==> src/core/copro_branch_pkg.sv <==
// Summary of operation
// RULE_01 - Target is slot address plus shifted sign-extended offset.
// RULE_02 - FP true-likely branches when selected bit is one.
// RULE_03 - Untaken likely branch nullifies its delay slot.
// RULE_04 - Omitted selector means condition bit zero.
// RULE_05 - Legacy forms share one sense/nullify operation.
// RULE_06 - FP condition bits written only by compares.
// RULE_07 - Old software keeps control transfers out of slots.
// RULE_08 - FP branch raises unusable, reserved, unimplemented.
// RULE_09 - Legacy selector addresses eight condition bits.
// RULE_10 - Zero/nonzero aux branches test the condition value.
// RULE_11 - Full five-bit condition field goes to coprocessor.
// RULE_12 - Newer aux branch: pc+4 target, slot always runs.
// RULE_13 - Newer mode: control transfer in slot is reserved.
// RULE_14 - Disabled coprocessor 2 raises coprocessor unusable.
// RULE_15 - Aux false branch taken on zero, slot runs.
// RULE_16 - Aux false-likely taken on zero, else nullify.
// RULE_17 - Likely forms predicted taken, tables left alone.
// RULE_18 - Newer mode keeps only zero/nonzero aux branches.
// RULE_19 - Software uses likely forms only when nearly certain.
// RULE_20 - Condition sampled at branch, PC changes after slot.
package copro_branch_pkg;
  // Instruction field positions.
  localparam int OP_HI      = 31;
  localparam int OP_LO      = 26;
  localparam int RS_HI      = 25;
  localparam int RS_LO      = 21;
  localparam int PICK_HI    = 20;
  localparam int PICK_LO    = 18;
  localparam int NULLIFY_BIT = 17;
  localparam int SENSE_BIT  = 16;
  localparam int FIELD6_HI  = 20;
  localparam int FIELD6_LO  = 16;
  localparam int OFF_HI     = 15;
  // Major opcodes and branch sub-codes.
  localparam logic [5:0] OP_COP1    = 6'h11;
  localparam logic [5:0] OP_COP2    = 6'h12;
  localparam logic [4:0] RS_BC      = 5'h08;
  localparam logic [4:0] RS_AUX_EQZ = 5'h09;
  localparam logic [4:0] RS_AUX_NEZ = 5'h0d;
  // Distance from a branch to its delay slot.
  localparam logic [31:0] SLOT_STEP = 32'h0000_0004;
  // Register byte offsets.
  localparam logic [3:0] REG_CTRL   = 4'h0;
  localparam logic [3:0] REG_STATUS = 4'h4;
  localparam logic [3:0] REG_COUNT  = 4'h8;
  localparam logic [3:0] REG_TARGET = 4'hc;
  // Control register bits and reset value.
  localparam int CTRL_R6      = 0;
  localparam int CTRL_CP1EN   = 1;
  localparam int CTRL_CP2EN   = 2;
  localparam int CTRL_UNIMPL  = 3;
  localparam logic [3:0] CTRL_RESET = 4'h6;
  // Status register fields.
  localparam int ST_PEND  = 8;
  localparam int ST_TAKEN = 9;
  localparam int ST_NULL  = 10;
  // Branch sequencing states.
  typedef enum logic [1:0] {
    S_IDLE = 2'b01,
    S_SLOT = 2'b10
  } seq_t;
endpackage

==> src/core/fp_cond_bank.sv <==
`timescale 1ns/1ps
`default_nettype none
// Holds the eight FP condition bits.
module fp_cond_bank (
  input  wire logic       clk,
  input  wire logic       rst,
  input  wire logic       cmpValid,
  input  wire logic [2:0] cmpIndex,
  input  wire logic       cmpResult,
  input  wire logic [2:0] readIndex,
  output logic      [7:0] condBits,
  output logic            selBit
);
  import copro_branch_pkg::*;

  // The whole state of the bank.
  typedef struct packed {
    logic [7:0] bits;
  } bank_t;

  bank_t s;   // Current state.
  bank_t n;   // Next state.

  // Only the compare port writes a bit; nothing else can. [RULE_06]
  always_comb begin
    n = s;
    if (cmpValid) begin
      n.bits[cmpIndex] = cmpResult;
    end
  end

  // Eight bits, so a three-bit index reaches all of them. [RULE_09]
  always_ff @(posedge clk or posedge rst) begin
    if (rst) begin
      s <= '0;
    end else begin
      s <= n;
    end
  end

  // Bypass is deliberately absent: a branch sees the bits as registered.
  assign condBits = s.bits;
  assign selBit   = s.bits[readIndex];
endmodule
`default_nettype wire

==> src/core/branch_decode.sv <==
`timescale 1ns/1ps
`default_nettype none
// Recognises the coprocessor condition branches and forms the target.
module branch_decode (
  input  wire logic [31:0] instrWord,
  input  wire logic [31:0] instrPc,
  output logic             isFpBranch,
  output logic             isAuxLegacy,
  output logic             isAuxR6,
  output logic             sensePolarity,
  output logic             nullifySlotFlag,
  output logic       [2:0] condBitPick,
  output logic       [4:0] condFieldR6,
  output logic      [31:0] branchTarget
);
  import copro_branch_pkg::*;

  logic [5:0]  opField;   // Major opcode.
  logic [4:0]  rsField;   // Branch sub-code.
  logic [31:0] dispExt;   // Sign-extended, shifted displacement.

  // Plain field extraction and class decode.
  always_comb begin
    opField     = instrWord[OP_HI:OP_LO];
    rsField     = instrWord[RS_HI:RS_LO];
    isFpBranch  = (opField == OP_COP1) && (rsField == RS_BC);
    isAuxLegacy = (opField == OP_COP2) && (rsField == RS_BC);
    isAuxR6     = (opField == OP_COP2) &&
                  ((rsField == RS_AUX_EQZ) || (rsField == RS_AUX_NEZ));
    // The short assembler form encodes a zero here. [RULE_04]
    condBitPick = instrWord[PICK_HI:PICK_LO];
    // All five bits go to the coprocessor untouched. [RULE_11]
    condFieldR6 = instrWord[FIELD6_HI:FIELD6_LO];
    // One general operation steered by sense and nullify. [RULE_05]
    if (isAuxR6) begin
      sensePolarity   = (rsField == RS_AUX_NEZ);
      nullifySlotFlag = 1'b0;
    end else begin
      sensePolarity   = instrWord[SENSE_BIT];
      nullifySlotFlag = instrWord[NULLIFY_BIT];
    end
    // Offset shifted by two, sign extended, added to pc+4. [RULE_01]
    dispExt      = {{14{instrWord[OFF_HI]}}, instrWord[OFF_HI:0], 2'b00};
    branchTarget = instrPc + SLOT_STEP + dispExt;   // [RULE_12]
  end
endmodule
`default_nettype wire

==> src/core/copro_condition_branch_unit.sv <==
`timescale 1ns/1ps
`default_nettype none
// Executes coprocessor condition branches, their delay slots and faults.
module copro_condition_branch_unit (
  input  wire logic        clk,
  input  wire logic        rst,
  // Avalon-MM slave for the control and status registers.
  input  wire logic [3:0]  address,
  input  wire logic        read,
  input  wire logic        write,
  input  wire logic [31:0] writedata,
  output logic      [31:0] readdata,
  output logic             waitrequest,
  // Instruction stream from the pipeline, one per valid cycle.
  input  wire logic        instrValid,
  input  wire logic [31:0] instrWord,
  input  wire logic [31:0] instrPc,
  input  wire logic        instrIsCti,
  // Compare results that update the FP condition bits.
  input  wire logic        fpCmpValid,
  input  wire logic [2:0]  fpCmpIndex,
  input  wire logic        fpCmpResult,
  // Condition query towards coprocessor 2.
  output logic      [4:0]  auxCondSelect,
  input  wire logic        auxCondValue,
  // Results towards the PC logic.
  output logic             redirectValid,
  output logic      [31:0] redirectPc,
  output logic             slotNullify,
  output logic             excCopUnusable,
  output logic             excReserved,
  output logic             excUnimplemented,
  output logic             likelyPredict
);
  import copro_branch_pkg::*;

  // The whole state of the unit, except the FP condition bits held in u_bank, in one record.
  typedef struct packed {
    seq_t        seq;        // Waiting for a branch or for its slot.
    logic [3:0]  ctrl;       // Software control bits.
    logic        pendTaken;  // Outcome sampled at the branch.
    logic        pendLikely; // Branch is a likely form.
    logic [31:0] target;     // Target held across the slot.
    logic        redirect;   // One-cycle PC change pulse.
    logic        nullify;    // One-cycle slot cancel pulse.
    logic        excCu;      // Coprocessor unusable pulse.
    logic        excRi;      // Reserved instruction pulse.
    logic        excUi;      // Unimplemented operation pulse.
    logic        hint;       // Likely-branch prediction pulse.
    logic        lastTaken;  // Outcome of the last finished branch.
    logic        lastNull;   // Last slot was cancelled.
    logic [31:0] lastTarget; // Target of the last finished branch.
    logic [31:0] count;      // Number of taken branches.
    logic        ack;        // Bus answer cycle.
    logic [31:0] rdata;      // Captured read data.
  } state_t;

  state_t s;   // Current state.
  state_t n;   // Next state.

  logic        isFp;        // FP condition branch.
  logic        isAuxOld;    // Legacy coprocessor-2 branch.
  logic        isAuxNew;    // Zero/nonzero coprocessor-2 branch.
  logic        sense;       // Taken when condition equals this.
  logic        likely;      // Slot cancelled when not taken.
  logic [2:0]  pick;        // Legacy condition index.
  logic [4:0]  field6;      // Newer condition field.
  logic [31:0] target;      // Decoded branch target.
  logic [7:0]  fpBits;      // All FP condition bits.
  logic        fpSel;       // Selected FP condition bit.
  logic        isBranch;    // Any branch this unit handles.
  logic        acceptNow;   // Branch passes all fault checks.
  logic        condNow;     // Condition sampled this cycle.
  logic        slotNow;     // Delay slot instruction this cycle.
  logic        slotFault;   // Control transfer found in the slot in the newer mode.

  // Shared decoder for all forms.
  branch_decode u_decode (
    .instrWord       (instrWord),
    .instrPc         (instrPc),
    .isFpBranch      (isFp),
    .isAuxLegacy     (isAuxOld),
    .isAuxR6         (isAuxNew),
    .sensePolarity   (sense),
    .nullifySlotFlag (likely),
    .condBitPick     (pick),
    .condFieldR6     (field6),
    .branchTarget    (target)
  );

  // FP condition bit store, written by compares alone.
  fp_cond_bank u_bank (
    .clk       (clk),
    .rst       (rst),
    .cmpValid  (fpCmpValid),
    .cmpIndex  (fpCmpIndex),
    .cmpResult (fpCmpResult),
    .readIndex (pick),
    .condBits  (fpBits),
    .selBit    (fpSel)
  );

  // The coprocessor sees the full newer field, or the legacy index.
  always_comb begin
    if (isAuxNew) begin
      auxCondSelect = field6;   // [RULE_11]
    end else begin
      auxCondSelect = {2'b00, pick};
    end
  end

  // Fault checks and condition sampling for the branch in hand.
  always_comb begin
    isBranch  = isFp || isAuxOld || isAuxNew;
    slotNow   = instrValid && (s.seq == S_SLOT);
    // Pre-release-6 code keeps transfers out of slots; only the
    // newer mode checks, so older code is not slowed. [RULE_07]
    slotFault = slotNow && instrIsCti && s.ctrl[CTRL_R6];   // [RULE_13]
    acceptNow = 1'b0;
    if (instrValid && (s.seq == S_IDLE) && isBranch) begin
      if (isFp) begin
        acceptNow = !s.ctrl[CTRL_R6] && s.ctrl[CTRL_CP1EN] &&
                    !s.ctrl[CTRL_UNIMPL];
      end else if (isAuxOld) begin
        acceptNow = !s.ctrl[CTRL_R6] && s.ctrl[CTRL_CP2EN];
      end else begin
        acceptNow = s.ctrl[CTRL_R6] && s.ctrl[CTRL_CP2EN];
      end
    end
    if (isFp) begin
      condNow = fpSel;
    end else begin
      condNow = auxCondValue;
    end
  end

  // Next-state logic: bus slave, branch sequencing and fault pulses.
  always_comb begin
    n          = s;
    n.redirect = 1'b0;
    n.nullify  = 1'b0;
    n.excCu    = 1'b0;
    n.excRi    = 1'b0;
    n.excUi    = 1'b0;
    n.hint     = 1'b0;

    // Bus: first cycle captures read data, second cycle answers.
    // A write lands on the answer edge, when the master sees it.
    if ((read || write) && !s.ack) begin
      n.ack = 1'b1;
      case (address)
        REG_CTRL:   n.rdata = {28'h0, s.ctrl};
        REG_STATUS: n.rdata = {21'h0, s.lastNull, s.lastTaken,
                               s.seq == S_SLOT, fpBits};
        REG_COUNT:  n.rdata = s.count;
        REG_TARGET: n.rdata = s.lastTarget;
        default:    n.rdata = 32'h0;
      endcase
    end else begin
      n.ack = 1'b0;
    end
    if (write && s.ack && (address == REG_CTRL)) begin
      n.ctrl = writedata[3:0];
    end

    case (s.seq)
      S_IDLE: begin
        if (instrValid && isBranch) begin
          if (isFp) begin
            // FP form: removed in the newer mode, then enable, then
            // the optional unimplemented-operation trap. [RULE_08]
            if (s.ctrl[CTRL_R6]) begin
              n.excRi = 1'b1;   // [RULE_18]
            end else if (!s.ctrl[CTRL_CP1EN]) begin
              n.excCu = 1'b1;
            end else if (s.ctrl[CTRL_UNIMPL]) begin
              n.excUi = 1'b1;
            end
          end else if (isAuxOld) begin
            if (s.ctrl[CTRL_R6]) begin
              n.excRi = 1'b1;   // [RULE_18]
            end else if (!s.ctrl[CTRL_CP2EN]) begin
              n.excCu = 1'b1;   // [RULE_14]
            end
          end else begin
            // Newer forms exist only in the newer mode. [RULE_18]
            if (!s.ctrl[CTRL_R6]) begin
              n.excRi = 1'b1;
            end else if (!s.ctrl[CTRL_CP2EN]) begin
              n.excCu = 1'b1;   // [RULE_14]
            end
          end
          if (acceptNow) begin
            // Sample now, act after the slot. [RULE_20]
            // True forms take on one, false and zero forms on zero.
            n.pendTaken  = (condNow == sense);   // [RULE_02] [RULE_10]
            n.pendLikely = likely;               // [RULE_15] [RULE_16]
            n.target     = target;               // [RULE_01] [RULE_12]
            // Likely forms skip the predictor entirely. [RULE_17]
            n.hint       = likely;
            n.seq        = S_SLOT;
          end
        end
      end
      S_SLOT: begin
        if (instrValid) begin
          n.seq = S_IDLE;
          if (slotFault) begin
            // The slot faults; the branch does not complete. [RULE_13]
            n.excRi = 1'b1;
          end else begin
            // The slot has run; now steer the PC. [RULE_20]
            n.redirect   = s.pendTaken;
            // Untaken likely branch cancels its slot. [RULE_03]
            n.nullify    = s.pendLikely && !s.pendTaken;   // [RULE_16]
            n.lastTaken  = s.pendTaken;
            n.lastNull   = s.pendLikely && !s.pendTaken;
            n.lastTarget = s.target;
            if (s.pendTaken) begin
              n.count = s.count + 32'h1;
            end
          end
        end
      end
      default: begin
        n.seq = S_IDLE;
      end
    endcase
  end

  // State register; every field has a constant reset value.
  always_ff @(posedge clk or posedge rst) begin
    if (rst) begin
      s      <= '0;
      s.seq  <= S_IDLE;
      s.ctrl <= CTRL_RESET;
    end else begin
      s <= n;
    end
  end

  // Outputs other than waitrequest and auxCondSelect come straight from the state record.
  assign readdata         = s.rdata;
  assign waitrequest      = (read || write) && !s.ack;
  assign redirectValid    = s.redirect;
  assign redirectPc       = s.target;
  assign slotNullify      = s.nullify;
  assign excCopUnusable   = s.excCu;
  assign excReserved      = s.excRi;
  assign excUnimplemented = s.excUi;
  assign likelyPredict    = s.hint;

  // Reference target built independently of the decoder.
  logic [31:0] refTarget;
  assign refTarget = instrPc + 32'h4 +
                     {{14{instrWord[15]}}, instrWord[15:0], 2'b00};
endmodule
`default_nettype wire

==> config.mk <==
export PLATFORM = sky130hd
export DESIGN_NAME = copro_condition_branch_unit
export DESIGN_NICKNAME = d
export VERILOG_FILES = /design/src/core/copro_branch_pkg.sv /design/src/core/fp_cond_bank.sv /design/src/core/branch_decode.sv /design/src/core/copro_condition_branch_unit.sv
export SDC_FILE = /design/constraint.sdc
export NUM_CORES = 1
export LEC_CHECK = 0
export BUFFER_PORTS_ARGS = -buffer_cell sky130_fd_sc_hd__buf_2
export CAP_MARGIN = 10
export CORE_MARGIN = 8
export CORE_UTILIZATION = 40
export CTS_CLUSTER_SIZE = 14
export DETAILED_ROUTE_END_ITERATION = 8
export PLACE_DENSITY = 0.63
export SLEW_MARGIN = 0
export SYNTH_ARGS = -nofsm -noshare
export SYNTH_HDL_FRONTEND = slang
export SYNTH_SLANG_ARGS = --single-unit
==> constraint.sdc <==
create_clock -name clk -period 7.4 [get_ports clk]
set_input_delay 1.48 -clock clk [delete_from_list [all_inputs] [get_ports clk]]
set_output_delay 1.48 -clock clk [all_outputs]
set_load 0.02 [all_outputs]
== Word level (Yosys, flattened, before mapping) ==
Cells that the tools add are included.

* Bits in registers: 153
* Input port bits: 112
* Output and inout bits: 76
* Word-level logic and storage cells: 111

* Add/subtract/negate cells: 3
* Order comparisons: 3
* Eq/ne operators: 14
* Muxes and demuxes: 41
* Bitwise gates (word level): 1
* Reduce and logical (&&, ||, !) cells: 31

{| class="wikitable"
|+ Operator list
! cell !! number
|-
| $pmux 32 s4 || 1
|-
| $add 32x1->32 const B || 1
|-
| $add 32x3->32 const B || 1
|-
| $add 32x32->32 || 1
|-
| $mux 1 || 24
|-
| $logic_and 1x1->1 || 18
|-
| $mux 2 || 9
|-
| $eq 5x4->1 const B || 3
|-
| $eq 6x5->1 const B || 2
|-
| $reduce_and 3->1 || 3
|-
| $bwmux 8 || 1
|-
| $eq 4x4->1 const B || 2
|-
| $lt 3x4->1 const B || 2
|-
| $mux 5 || 1
|-
| $eq 4x3->1 const B || 1
|-
| $logic_not 1->1 || 4
|-
| $logic_not 4->1 || 1
|-
| $logic_or 1x1->1 || 4
|-
| $mux 4 || 1
|-
| $ne 2x2->1 const B || 2
|-
| $pmux 2 s2 || 1
|-
| $reduce_and 4->1 || 1
|-
| $bmux 1 s3 || 1
|-
| $demux 1 s3 || 1
|-
| other kinds (7) || 7
|}

== Logic depth before layout (Yosys ltp) ==
Gate-level depths: netlist of run 1.

* Depth after elaboration: 9
* Mapped depth: 12

== Modules after synthesis ==
Synthesis of run 1 repeated with hierarchy kept, for this count alone.

* Cells, all modules: 876
* Area total of the unflattened synthesis: 9295.2 µm²

{| class="wikitable"
|+ By module, submodules not included
! module !! instances !! cells each !! area an instance (µm²) !! sequential area each (µm²)
|-
| copro_condition_branch_unit || 1 || 561 || 6657.6 || 3632.2
|-
| branch_decode || 1 || 287 || 2200.9 || 0.0
|-
| fp_cond_bank || 1 || 28 || 436.7 || 200.2
|}

== Worst setup path before layout of run 1 ==
No wires, ideal clock.

* Kind: input to output
* Start point: in instrWord[25]
* End point: out auxCondSelect[0]
* Arrival: 2.533 ns
* Data required time: 5.920 ns
* Path slack: 3.387 ns
* Stages: 4
* Path buffers: 0
* Cells stage by stage: and4bb_1 > and2_1 > nand3_1 > mux2_2

* Longest elaborated chain between the ends: 4

{| class="wikitable"
|+ RTL lines
! what !! line !! RTL
|-
| from (decl) || copro_condition_branch_unit.sv:16 || <nowiki>input wire logic [31:0] instrWord,</nowiki>
|-
| $eq 5x4->1 || branch_decode.sv:29 || <nowiki>((rsField == RS_AUX_EQZ) || (rsField == RS_AUX_NEZ));</nowiki>
|-
| $logic_or 1x1->1 * || branch_decode.sv:29 ||
|-
| $logic_and 1x1->1 * || branch_decode.sv:28 || <nowiki>isAuxR6 = (opField == OP_COP2) &&</nowiki>
|-
| $mux 5 * || copro_condition_branch_unit.sv:105 || <nowiki>if (isAuxNew) begin</nowiki>
|-
| to (decl) || copro_condition_branch_unit.sv:24 || <nowiki>output logic [4:0] auxCondSelect,</nowiki>
|}

Every way passes the cells marked *; elsewhere a longest branch is shown, timed or not.

== Worst setup path in the final report of run 1 ==
* Start point: in instrWord[29]
* End point: out auxCondSelect[2]

* Longest elaborated chain between the ends: 3

{| class="wikitable"
|+ RTL lines
! what !! line
|-
| $eq 6x5->1 || branch_decode.sv:28
|-
| $logic_and 1x1->1 || branch_decode.sv:28
|-
| $mux 5 || copro_condition_branch_unit.sv:105
|}

Every way passes these cells.

==> results of run 1 <==
==> worst paths after layout <==
check	start	slack, ns	depth (start not counted)	to
worst max register to register	s[139]	4.86	6	redirectPc[18]
worst max-delay path	instrWord[29]	3.06	6	auxCondSelect[2]
max in group asynchronous	rst	4.77	3	redirectPc[22]
worst min-delay path	readdata[30]	0.47	2	readdata[30]
worst min register to register	readdata[30]	0.47	2	readdata[30]
min in group asynchronous	rst	1.15	2	s[32]
==> cell type report <==
cell class	instances	area, µm²
fill	2150	12330
multi-input combinational	615	4541
clock buffer	21	450.4
timing repair buffer	162	818.3
tap	285	356.6
sequential	153	3832
clock inverter	9	101.3
inverter	17	68.82
==> state kept, by name, indices dropped and copies added, names as in the netlist <==
register / cells
s: 75
readdata: 32
redirectPc: 32
u_bank.condBits: 8
excCopUnusable: 1
excReserved: 1
excUnimplemented: 1
likelyPredict: 1
redirectValid: 1
slotNullify: 1
==> kinds of logic after synthesis <==
group,share of synthesized area [%]
simple gates,13.00
fa+ha+maj,8.476
xor+xnor,5.586
flops,42.14
compound gates,13.36
buf+inv,7.925
mux,9.507
==> per-stage QoR <==
step / cells / util, % / total power, mW / setup slack (ns)
6_report: 1262 / 45.19 / 2.029 / 3.062
5_1_grt: 1262 / 45.19 / 2.124 / 2.962
4_1_cts: 1262 / 45.19 / 2.047 / 3.063
3_5_place_dp: 1232 / 42.74 / 1.218 / 3.071
3_3_place_gp: 1232 / 42.74 / 1.217 / 3.085
2_1_floorplan: 886 / - / 1.123 / 1.804
==> synthesized netlist by cell type, types with 3 or more instances <==
| cell | count |
|---|---|
| clkbuf_1 | 18 |
| nand3_1 | 21 |
| a22oi_1 | 29 |
| inv_1 | 17 |
| and4_1 | 5 |
| and3_1 | 9 |
| mux2_2 | 55 |
| a21o_1 | 10 |
| dfstp_2 | 3 |
| buf_4 | 66 |
| nor3_1 | 8 |
| nor2_1 | 35 |
| mux2_4 | 6 |
| nor3b_1 | 5 |
| and2_1 | 7 |
| o21bai_1 | 3 |
| o22ai_1 | 4 |
| a21oi_1 | 37 |
| dfrtp_1 | 150 |
| nand2b_1 | 7 |
| nand2_1 | 97 |
| o211ai_1 | 3 |
| nor2b_1 | 5 |
| nand4_1 | 16 |
| o21a_1 | 8 |
| o21ai_0 | 65 |
| o31ai_1 | 4 |
| a22o_1 | 4 |
| buf_2 | 12 |
| ha_1 | 60 |
| nor4_1 | 4 |
| mux4_2 | 6 |
| clkbuf_2 | 3 |
| a31oi_1 | 7 |
| xnor2_1 | 33 |
| xor2_1 | 25 |
==> routing by layer <==
| layer | vias to the layer above | GRT usage [%] | share of wire [%] |
|---|---|---|---|
| li1 | 3270 | - | - |
| met1 | 3124 | 22.33 | 50 |
| met2 | 152 | 23.81 | 45 |
| met3 | 19 | 3.499 | 3.9 |
| met4 | 0 | 3.995 | 1.1 |
| met5 | - | 0 | 0 |
==> report_power, final <==
group,internal [mW],switching (mW)
Sequential,0.857,0.0196
Clock,0.499,0.328
Combinational,0.136,0.191
==> critical path, delay by kind of cell <==
kind	cells	cell delay, ns
mux	1	0.35
simple gates	3	0.77
buf+inv	2	0.26
==> metrics.txt, run 1 <==
diode count=0; Post-CTS Setup Inserts=0; crit path kind=input pin to output port; Worst EP required=5.92 ns; Async S/R FF share, synth=between 90% and 100%; commonest non-fill, non-tap cells in the layout=159 x buf_2, 150 x dfrtp_1, 97 x nand2_1, 65 x o21ai_0, 60 x ha_1; antenna violations before repair=0; TNS Setup=0 ns; Mapped Area=~0.0091 mm²; arrival time worst endpoint=2.86 ns; share of cells above drive strength 1=about 28%; slew of the pin with the lowest slew margin=0.9976 ns; CP max FO=7; DR vias=between 6000 and 7000; routed vias/inst=between 5 and 6; cell with the most instances on the worst path=buf_2; first-pass GRT wire length=35.70 mm; Critical Path End Type=output port; Initial DRC Count=294; Worst slew margin=33.49%; final WL=around 22 mm; status=complete, no violations; Netlist cell types=68; Top FF cell, synth=dfrtp_1; pin count of the biggest net entering global routing=81; Top Ports=188; placed instance area=about 0.0096 mm²; final hold viol count=0; Seq cells post-synth=around 150; Vert. Die Dim=166.8 µm; Final period util=about 59%; vias in the first global route=about 6500; Syn Nets=about 1100; DP Wirelength=roughly 16 mm; Routed WL per cell=approximately 17 µm; CTS Root Cell=clkbuf_16; CP Cell Sequence=buf_2 > nor3_2 > and2_1 > nand3_1 > mux2_2 > buf_2; # DRC=0; DR pass1 iterations=5; clk buf depth=2; most common cell after layout, fill and taps aside=buf_2; antenna viol nets, final=0; H-tree depth=4; Post-synth EDFFs=0; area leader, netlist=dfrtp_1; ranking of synthesized cells by area=dfrtp_1 41%, ha_1 8.3%, mux2_2 6.8%, buf_4 5.4%, nand2_1 4.0%; Slew Limit Fails=0; final critical-path required period=~4.3 ns; CTS clk-pin slew, worst paths=~0.060 ns; CTS buffer count=17; CP Launch Type=input pin; Synth Area per Inst=roughly 10 µm²; VDD IR max=between 0.0001 and 0.00015 V; Rows=55; # setup viols final=0; Initial Util=between 40% and 50%; MaxCap Viol Count=0; overall routing resource usage=between 10% and 20%; global route total overflow=0; HP Class=flip-flop to flip-flop; clock sink count=~150; routability cong.=approximately 0.85; CTS tree=built; Crit path largest cell delay=0.35 ns; Core Area=roughly 0.023 mm²; synthesized netlist cell count=approximately 890; Die Span X=about 170 µm; Final Instance Area=around 0.01 mm²; clock skew=between 0.006 and 0.007 ns; number of nets in the layout=~1100; crit path max-delay cell type=mux2_2; RSZ-0062 raised after global routing=no; PD cells=about 200 mW/mm²; clk_lat worst skew=approximately 0.42 ns; Yosys Warn Count=0; fmax=0.2305 GHz; leakage power=5.068 nW; CTS Hold Buffers Added=0; Min Hold Slack=around 0.47 ns; area delta synth->final=11.82%; sequential share of the synthesized area=42.14%; port bufs=around 160; top-area cell type share of the netlist area=slightly above 40%; post-cts gate resize count=0; die area=~0.028 mm²
Note: power is estimated with default switching activity, not from simulation.
==> run 2, diff against run 1 <==
ABC_AREA = 1   (was default)
clock period = 4.3 ns   (was 7.4 ns; I/O delays follow)
==> metrics.txt, run 2 <==
status=complete, no violations (unchanged); Place WS=1.149 ns (was 3.071 ns); global route total overflow=0 (unchanged); Critical Path End Type=output port (unchanged); Top FF cell, synth=dfrtp_1 (unchanged); Netlist cell types=41 (was 68); Seq. cell area=0.003832 mm² (unchanged); Initial Util=40.31% (was 40.41%); vias in the first global route=8513 (was 6544); CTS clk-pin slew, worst paths=0.06 ns (about the same); ranking of synthesized cells by area=dfrtp_1 37%, nand2_1 22%, ha_1 7.5%, inv_1 6.3%, buf_4 4.9% (was dfrtp_1 41%, ha_1 8.3%, mux2_2 6.8%, buf_4 5.4%, nand2_1 4.0%); fmax=roughly 0.36 GHz; Slew Limit Fails=0 (unchanged); Syn Nets=1594 (was 1059); clk buf depth=2 (unchanged); slew of the pin with the lowest slew margin=1.080 ns (was 0.9976 ns); leakage power=6.523 nW (was 5.068 nW); fin util=45.35% (was 45.19%); overall routing resource usage=17.21% (was 15.71%); CP Cell Sequence=buf_2 > nor2_1 > nand2_1 > nor2_2 > nand2_1 > o21ai_0 > buf_2 (was buf_2 > nor3_2 > and2_1 > nand3_1 > mux2_2 > buf_2); Min Hold Slack=0.4688 ns (was 0.4703 ns); CTS Hold Buffers Added=0 (unchanged); VDD IR max=0.0002654 V (was 0.0001451 V); DP Wirelength=20.24 mm (was 16.37 mm); diode count=0 (unchanged); crit path max-delay cell type=nand2_1 (was mux2_2); Rows=58 (was 55); final hold viol count=0 (unchanged); CP top delay family=simple AND/OR/NAND/NOR gates (unchanged); busiest grt layer=met2 (unchanged); buffers plus inverters on the worst setup path=2 (unchanged); most repeated cell in the gate-level netlist after synthesis=nand2_1 (was dfrtp_1); Initial DRC Count=536 (was 294); area delta synth->final=12.51% (was 11.82%); Final period util=around 64%; pin count of the biggest net entering global routing=154 (was 81); antenna viol nets, final=0 (unchanged); final WL=25.82 mm (was 21.64 mm); R2R setup slack=1.59 ns (was 4.86 ns); synth cell count leaders=588 x nand2_1, 169 x inv_1, 150 x dfrtp_1, 95 x nor2_1, 66 x buf_4 (was 150 x dfrtp_1, 97 x nand2_1, 66 x buf_4, 65 x o21ai_0, 60 x ha_1); clock skew=0.007305 ns (was 0.006608 ns); sequential share of the synthesized area=38.08% (was 42.14%); antenna violations before repair=0 (unchanged); most common cell after layout, fill and taps aside=nand2_1 (was buf_2); final non-filler cell total=1855 (was 1262); port bufs=159 (unchanged); TNS Setup=0 ns (unchanged); Routed WL per cell=13.92 µm (was 17.15 µm); Core Area=0.02496 mm² (was 0.02250 mm²); routability cong.=0.8774 (was 0.8518); Setup WS post-layout=1.538 ns (was 3.062 ns); Top reg by flops=s (unchanged); Vert. Die Dim=174.6 µm (was 166.8 µm); DR vias=8723 (was 6565); clk_lat worst skew=0.42 ns (about the same); H-tree depth=4 (unchanged); Yosys Warn Count=0 (unchanged); CP max FO=12 (was 7); Worst path depth=7 (was 6); # DRC=0 (unchanged); PD cells=326.6 mW/mm² (was 199.6 mW/mm²); synthesized netlist cell count=1421 (was 886); die area=0.03049 mm² (was 0.02782 mm²); DR pass1 iterations=5 (unchanged); # setup viols final=0 (unchanged); Synth Area per Inst=7.082 µm² (was 10.26 µm²); hold depth=2 (unchanged); met3 Resource Use GR=2.914% (was 3.499%); RSZ-0062 raised after global routing=no (unchanged); # fillers=2648 (was 2150); MaxCap Viol Count=0 (unchanged); number of cells after detailed placement=1823 (was 1232); Top Ports=188 (unchanged); post-cts gate resize count=0 (unchanged); Crit path largest cell delay=0.22 ns (was 0.35 ns); Worst slew margin=27.93% (was 33.49%); CTS tree=built (unchanged); final critical-path required period=between 2 and 3 ns; R2R cell count=10 (was 6); share of cells above drive strength 1=14.23% (was 27.84%); multi-input combinational cell area=0.004979 mm² (was 0.004541 mm²); clock sink count=153 (unchanged); Worst EP required=3.44 ns (was 5.92 ns); HP Class=flip-flop to flip-flop (unchanged); GRT met2 Usage=27.56% (was 23.81%); crit path kind=input pin to output port (unchanged); Mapped Area=0.01006 mm² (was 0.009094 mm²); Async S/R FF share, synth=100.0% (unchanged); Final Instance Area=0.01132 mm² (was 0.01017 mm²); GRT met1 Usage=23.55% (was 22.33%); max FFs per register=75 (unchanged); CP Launch Type=input pin (unchanged); number of nets in the layout=1685 (was 1139); Post-synth EDFFs=0 (unchanged); placed instance area=0.01071 mm² (was 0.009617 mm²); top-area cell type share of the netlist area=37.30% (was 41.28%); commonest non-fill, non-tap cells in the layout=588 x nand2_1, 168 x inv_1, 159 x buf_2, 150 x dfrtp_1, 94 x nor2_1 (was 159 x buf_2, 150 x dfrtp_1, 97 x nand2_1, 65 x o21ai_0, 60 x ha_1); CTS buffer count=17 (unchanged); Seq cells post-synth=153 (unchanged); arrival time worst endpoint=1.90 ns (was 2.86 ns); Design Power=3.698 mW (was 2.029 mW); Post-CTS Setup Inserts=0 (unchanged); Die Span X=174.6 µm (was 166.8 µm); area leader, netlist=dfrtp_1 (unchanged); routed vias/inst=4.702 (was 5.202); CTS Root Cell=clkbuf_16 (unchanged); first-pass GRT wire length=43.08 mm (was 35.70 mm)
## run 2: cell types whose count changed in the layout (fill, tap and decap cells not counted), sizes merged, moves of 7 or more
cell    delta
nand3     +34
and2       -8
xnor2     -18
inv      +156
nor2      +66
a21o       -8
nand2    +493
and3       -8
a22oi     -29
mux2      -60
nand2b     -7
o21ai      -7
o21a       -8
nor3       +7
## run 2: kinds of logic after synthesis
family | count (synthesis) | share of synthesized area [%]
adder cells (fa/ha/maj) | 61 | 7.659
AO/OA/AOI/OAI | 115 | 6.279
flip-flops | 153 | 38.08
multiplexers | 1 | 0.1119
AND/OR/NAND/NOR | 785 | 31.65
XOR/XNOR | 43 | 3.742
buffers and inverters | 263 | 12.47
## run 2: cell type report
cell class	count	share of cell area, %
clock buffers	20	3.945
clock inverters	12	1.448
inverters	172	5.735
multi-input cells	1005	43.97
flip-flops and latches	153	33.85
well taps	330	3.647
repair buffers	163	7.404
## run 2: layer usage
layer / share of wire, % / vias up / wire length, µm
li1: - / 4553 / -
met1: 49 / 3951 / 12540
met2: 46 / 191 / 11830
met3: 3.8 / 28 / 976
met4: 1.8 / 0 / 477
met5: 0 / - / 0
## run 2: report_power, final
part / leakage [nW] / total, mW / switching [mW] / internal, mW
combinational: 4.23 / 0.633 / 0.410 / 0.223
clock: 0.284 / 1.55 / 0.610 / 0.937
sequential: 2.01 / 1.52 / 0.0357 / 1.48
## run 2: path summary, 6_finish.rpt
check	endpoint	startpoint
setup / recovery	auxCondSelect[2]	instrWord[29]
hold / removal	readdata[19]	readdata[19]
min in group asynchronous	u_bank.condBits[6]	rst
max in group asynchronous	s[71]	rst
setup reg to reg	s[48]	s[143]
hold reg to reg	readdata[19]	readdata[19]
## run 2: worst register-to-register path, cell delays in order, from the launching register on
cell and delay [ns]:
dfstp_2 0.38, inv_1 0.05, ha_1 0.30, nand3_4 0.40, nor2_4 0.57, nand2_1 0.13
nor2_1 0.20, nand2_1 0.07, nor2_1 0.20, nand3_1 0.12, xor2_1 0.16
==> run 3, diff against run 2 <==
clock period = 2.7 ns   (was 4.3 ns; I/O delays follow)
==> metrics.txt, run 3 (synthesis results as in run 2) <==
clock sink count=153 (unchanged); number of cells after detailed placement=1843 (was 1823); diode count=0 (unchanged); Critical Path End Type=flip-flop (was output port); fin util=45.86% (was 45.35%); WL met3=924 µm (was 976 µm); DR top layer=met4 (unchanged); Crit path largest cell delay=0.40 ns (was 0.22 ns); CTS buffer count=17 (unchanged); Initial Util=40.31% (unchanged); max FFs per register=75 (unchanged); Design Power=5.796 mW (was 3.698 mW); Post-CTS Setup Inserts=0 (unchanged); Setup WS post-layout=0.5020 ns (was 1.538 ns); Routed WL per cell=13.67 µm (was 13.92 µm); R2R cell count=10 (unchanged); first-pass GRT wire length=42.83 mm (was 43.08 mm); final non-filler cell total=1875 (was 1855); VDD IR max=0.0004178 V (was 0.0002654 V); HP Class=input pin to async pin (was flip-flop to flip-flop); CTS Hold Buffers Added=0 (unchanged); Comb power frac=17.8% (was 17.1%); # DRC=0 (unchanged); cell with the most instances on the worst path=nand2_1; sequential share of power=41.7% (was 41.0%); r2r endpoint=s[48] (unchanged); DP Wirelength=20.66 mm (was 20.24 mm); CP top delay family=simple AND/OR/NAND/NOR gates (unchanged); Slew Limit Fails=0 (unchanged); CTS tree=built (unchanged); Top reg by flops=s (unchanged); number of nets in the layout=1705 (was 1685); routed vias/inst=4.649 (was 4.702); clock skew=0.01064 ns (was 0.007305 ns); slew of the pin with the lowest slew margin=0.6175 ns (was 1.080 ns); clk buf depth=2 (unchanged); Place WS=0.06178 ns (was 1.149 ns); CP max FO=4 (was 12); routability cong.=0.8514 (was 0.8774); DR vias=8717 (was 8723); CP Launch Type=input pin (unchanged); H-tree depth=4 (unchanged); Rows=58 (unchanged); CP Cell Sequence=buf_2 > ha_1 > ha_1 > fa_1 > nand3_1 > nand3_1 > nand3_1 > nand3b_1 > nand2_1 > nand2_1 > nand2_1 > nand2_1 > nand2_1 > nand2_1 (was buf_2 > nor2_1 > nand2_1 > nor2_2 > nand2_1 > o21ai_0 > buf_2); reg2reg start=s[143] (unchanged); Sw Share=28.76% (was 28.55%); antenna viol nets, final=0 (unchanged); post-cts gate resize count=0 (unchanged); P_int=4.129 mW (was 2.642 mW); Seq. cell area=0.003832 mm² (unchanged); area delta synth->final=13.75% (was 12.51%); TNS Setup=0 ns (unchanged); buffers plus inverters on the worst setup path=1 (was 2); final WL=25.63 mm (was 25.82 mm); share of cells above drive strength 1=15.47% (was 14.23%); R2R setup slack=0.66 ns (was 1.59 ns); sw power=1.667 mW (was 1.056 mW); RSZ-0062 raised after global routing=no (unchanged); most common cell after layout, fill and taps aside=nand2_1 (unchanged); Final Instance Area=0.01145 mm² (was 0.01132 mm²); Die Span X=174.6 µm (unchanged); multi-input combinational cell area=0.004979 mm² (unchanged); # fillers=2653 (was 2648); antenna violations before repair=0 (unchanged); Core Area=0.02496 mm² (unchanged); Final period util=roughly four fifths; placed instance area=0.01086 mm² (was 0.01071 mm²); fmax=0.4550 GHz; commonest non-fill, non-tap cells in the layout=588 x nand2_1, 168 x inv_1, 159 x buf_2, 150 x dfrtp_1, 94 x nor2_1 (unchanged); arrival time worst endpoint=2.51 ns (was 1.90 ns); clk_lat worst skew=0.42 ns (about the same); Vert. Die Dim=174.6 µm (unchanged); pin count of the biggest net entering global routing=105 (was 154); crit path max-delay cell type=fa_1 (was nand2_1); final hold viol count=0 (unchanged); MaxCap Viol Count=0 (unchanged); clock share of power=40.4% (was 41.8%); final critical-path required period=approximately 2.2 ns; die area=0.03049 mm² (unchanged); # setup viols final=0 (unchanged); CTS clk-pin slew, worst paths=0.06 ns (about the same); overall routing resource usage=17.11% (was 17.21%); vias in the first global route=8570 (was 8513); WL met2=11.83 mm (about the same); crit path kind=input pin to flip-flop (was input pin to output port); DR pass1 iterations=5 (unchanged); CTS Root Cell=clkbuf_16 (unchanged); global route total overflow=0 (unchanged); Worst EP required=3.01 ns (was 3.44 ns); port bufs=159 (unchanged); leakage power=6.632 nW (was 6.523 nW); Min Hold Slack=0.2584 ns (was 0.4688 ns); Worst slew margin=58.83% (was 27.93%); status=complete, no violations (unchanged); Top Ports=188 (unchanged); WL met1=12.50 mm (was 12.54 mm); Initial DRC Count=472 (was 536); PD cells=506.3 mW/mm² (was 326.6 mW/mm²)
run 3: cell count changes in the layout (fill, tap and decap cells not counted), sizes merged:
| cell | delta |
|---|---|
| clkinv | +9 |
| bufinv | -1 |
| buf | +20 |
| clkbuf | -2 |
| clkinvlp | -4 |
| inv | -2 |
run 3: area by class of cell:
type,instances,area share [%]
Clock inverter,14,1.279
Timing Repair Buffer,183,8.635
Clock buffer,18,3.836
Sequential cell,153,33.48
Tap cell,330,3.607
Multi-Input combinational cell,1005,43.49
Inverter,172,5.673
run 3: worst max-delay path by stage:
stage	startpoint	end	slack, ns	cells past startpoint
6_report	instrWord[1]	redirectPc[31]	0.50	14
5_1_grt	instrWord[15]	redirectPc[26]	0.26	13
4_1_cts	instrWord[1]	redirectPc[23]	0.50	14
3_5_place_dp	instrWord[1]	redirectPc[23]	0.06	14
3_3_place_gp	instrWord[1]	redirectPc[31]	0.07	14
2_1_floorplan	rst	excCopUnusable	0.23	1
run 3: worst min-delay path, delay by kind of cell:
family	cells	cell delay (ns)
buffers and inverters	3	0.59
run 3: power by group through the flow:
| stage | registers [mW] | clock network (mW) | logic (mW) |
|---|---|---|---|
| 2_1_floorplan | 2.44 | 0 | 0.742 |
| 3_3_place_gp | 2.46 | 0 | 1.04 |
| 3_5_place_dp | 2.46 | 0 | 1.04 |
| 4_1_cts | 2.42 | 2.39 | 1.05 |
| 5_1_grt | 2.42 | 2.50 | 1.19 |
| 6_report | 2.42 | 2.34 | 1.03 |
run 3: routing by layer:
metal / global-route usage (%) / vias to the layer above
met2: 28.10 / 199
met3: 2.698 / 22
li1: - / 4587
met4: 4.733 / 0
met5: 0 / -
met1: 23.05 / 3909
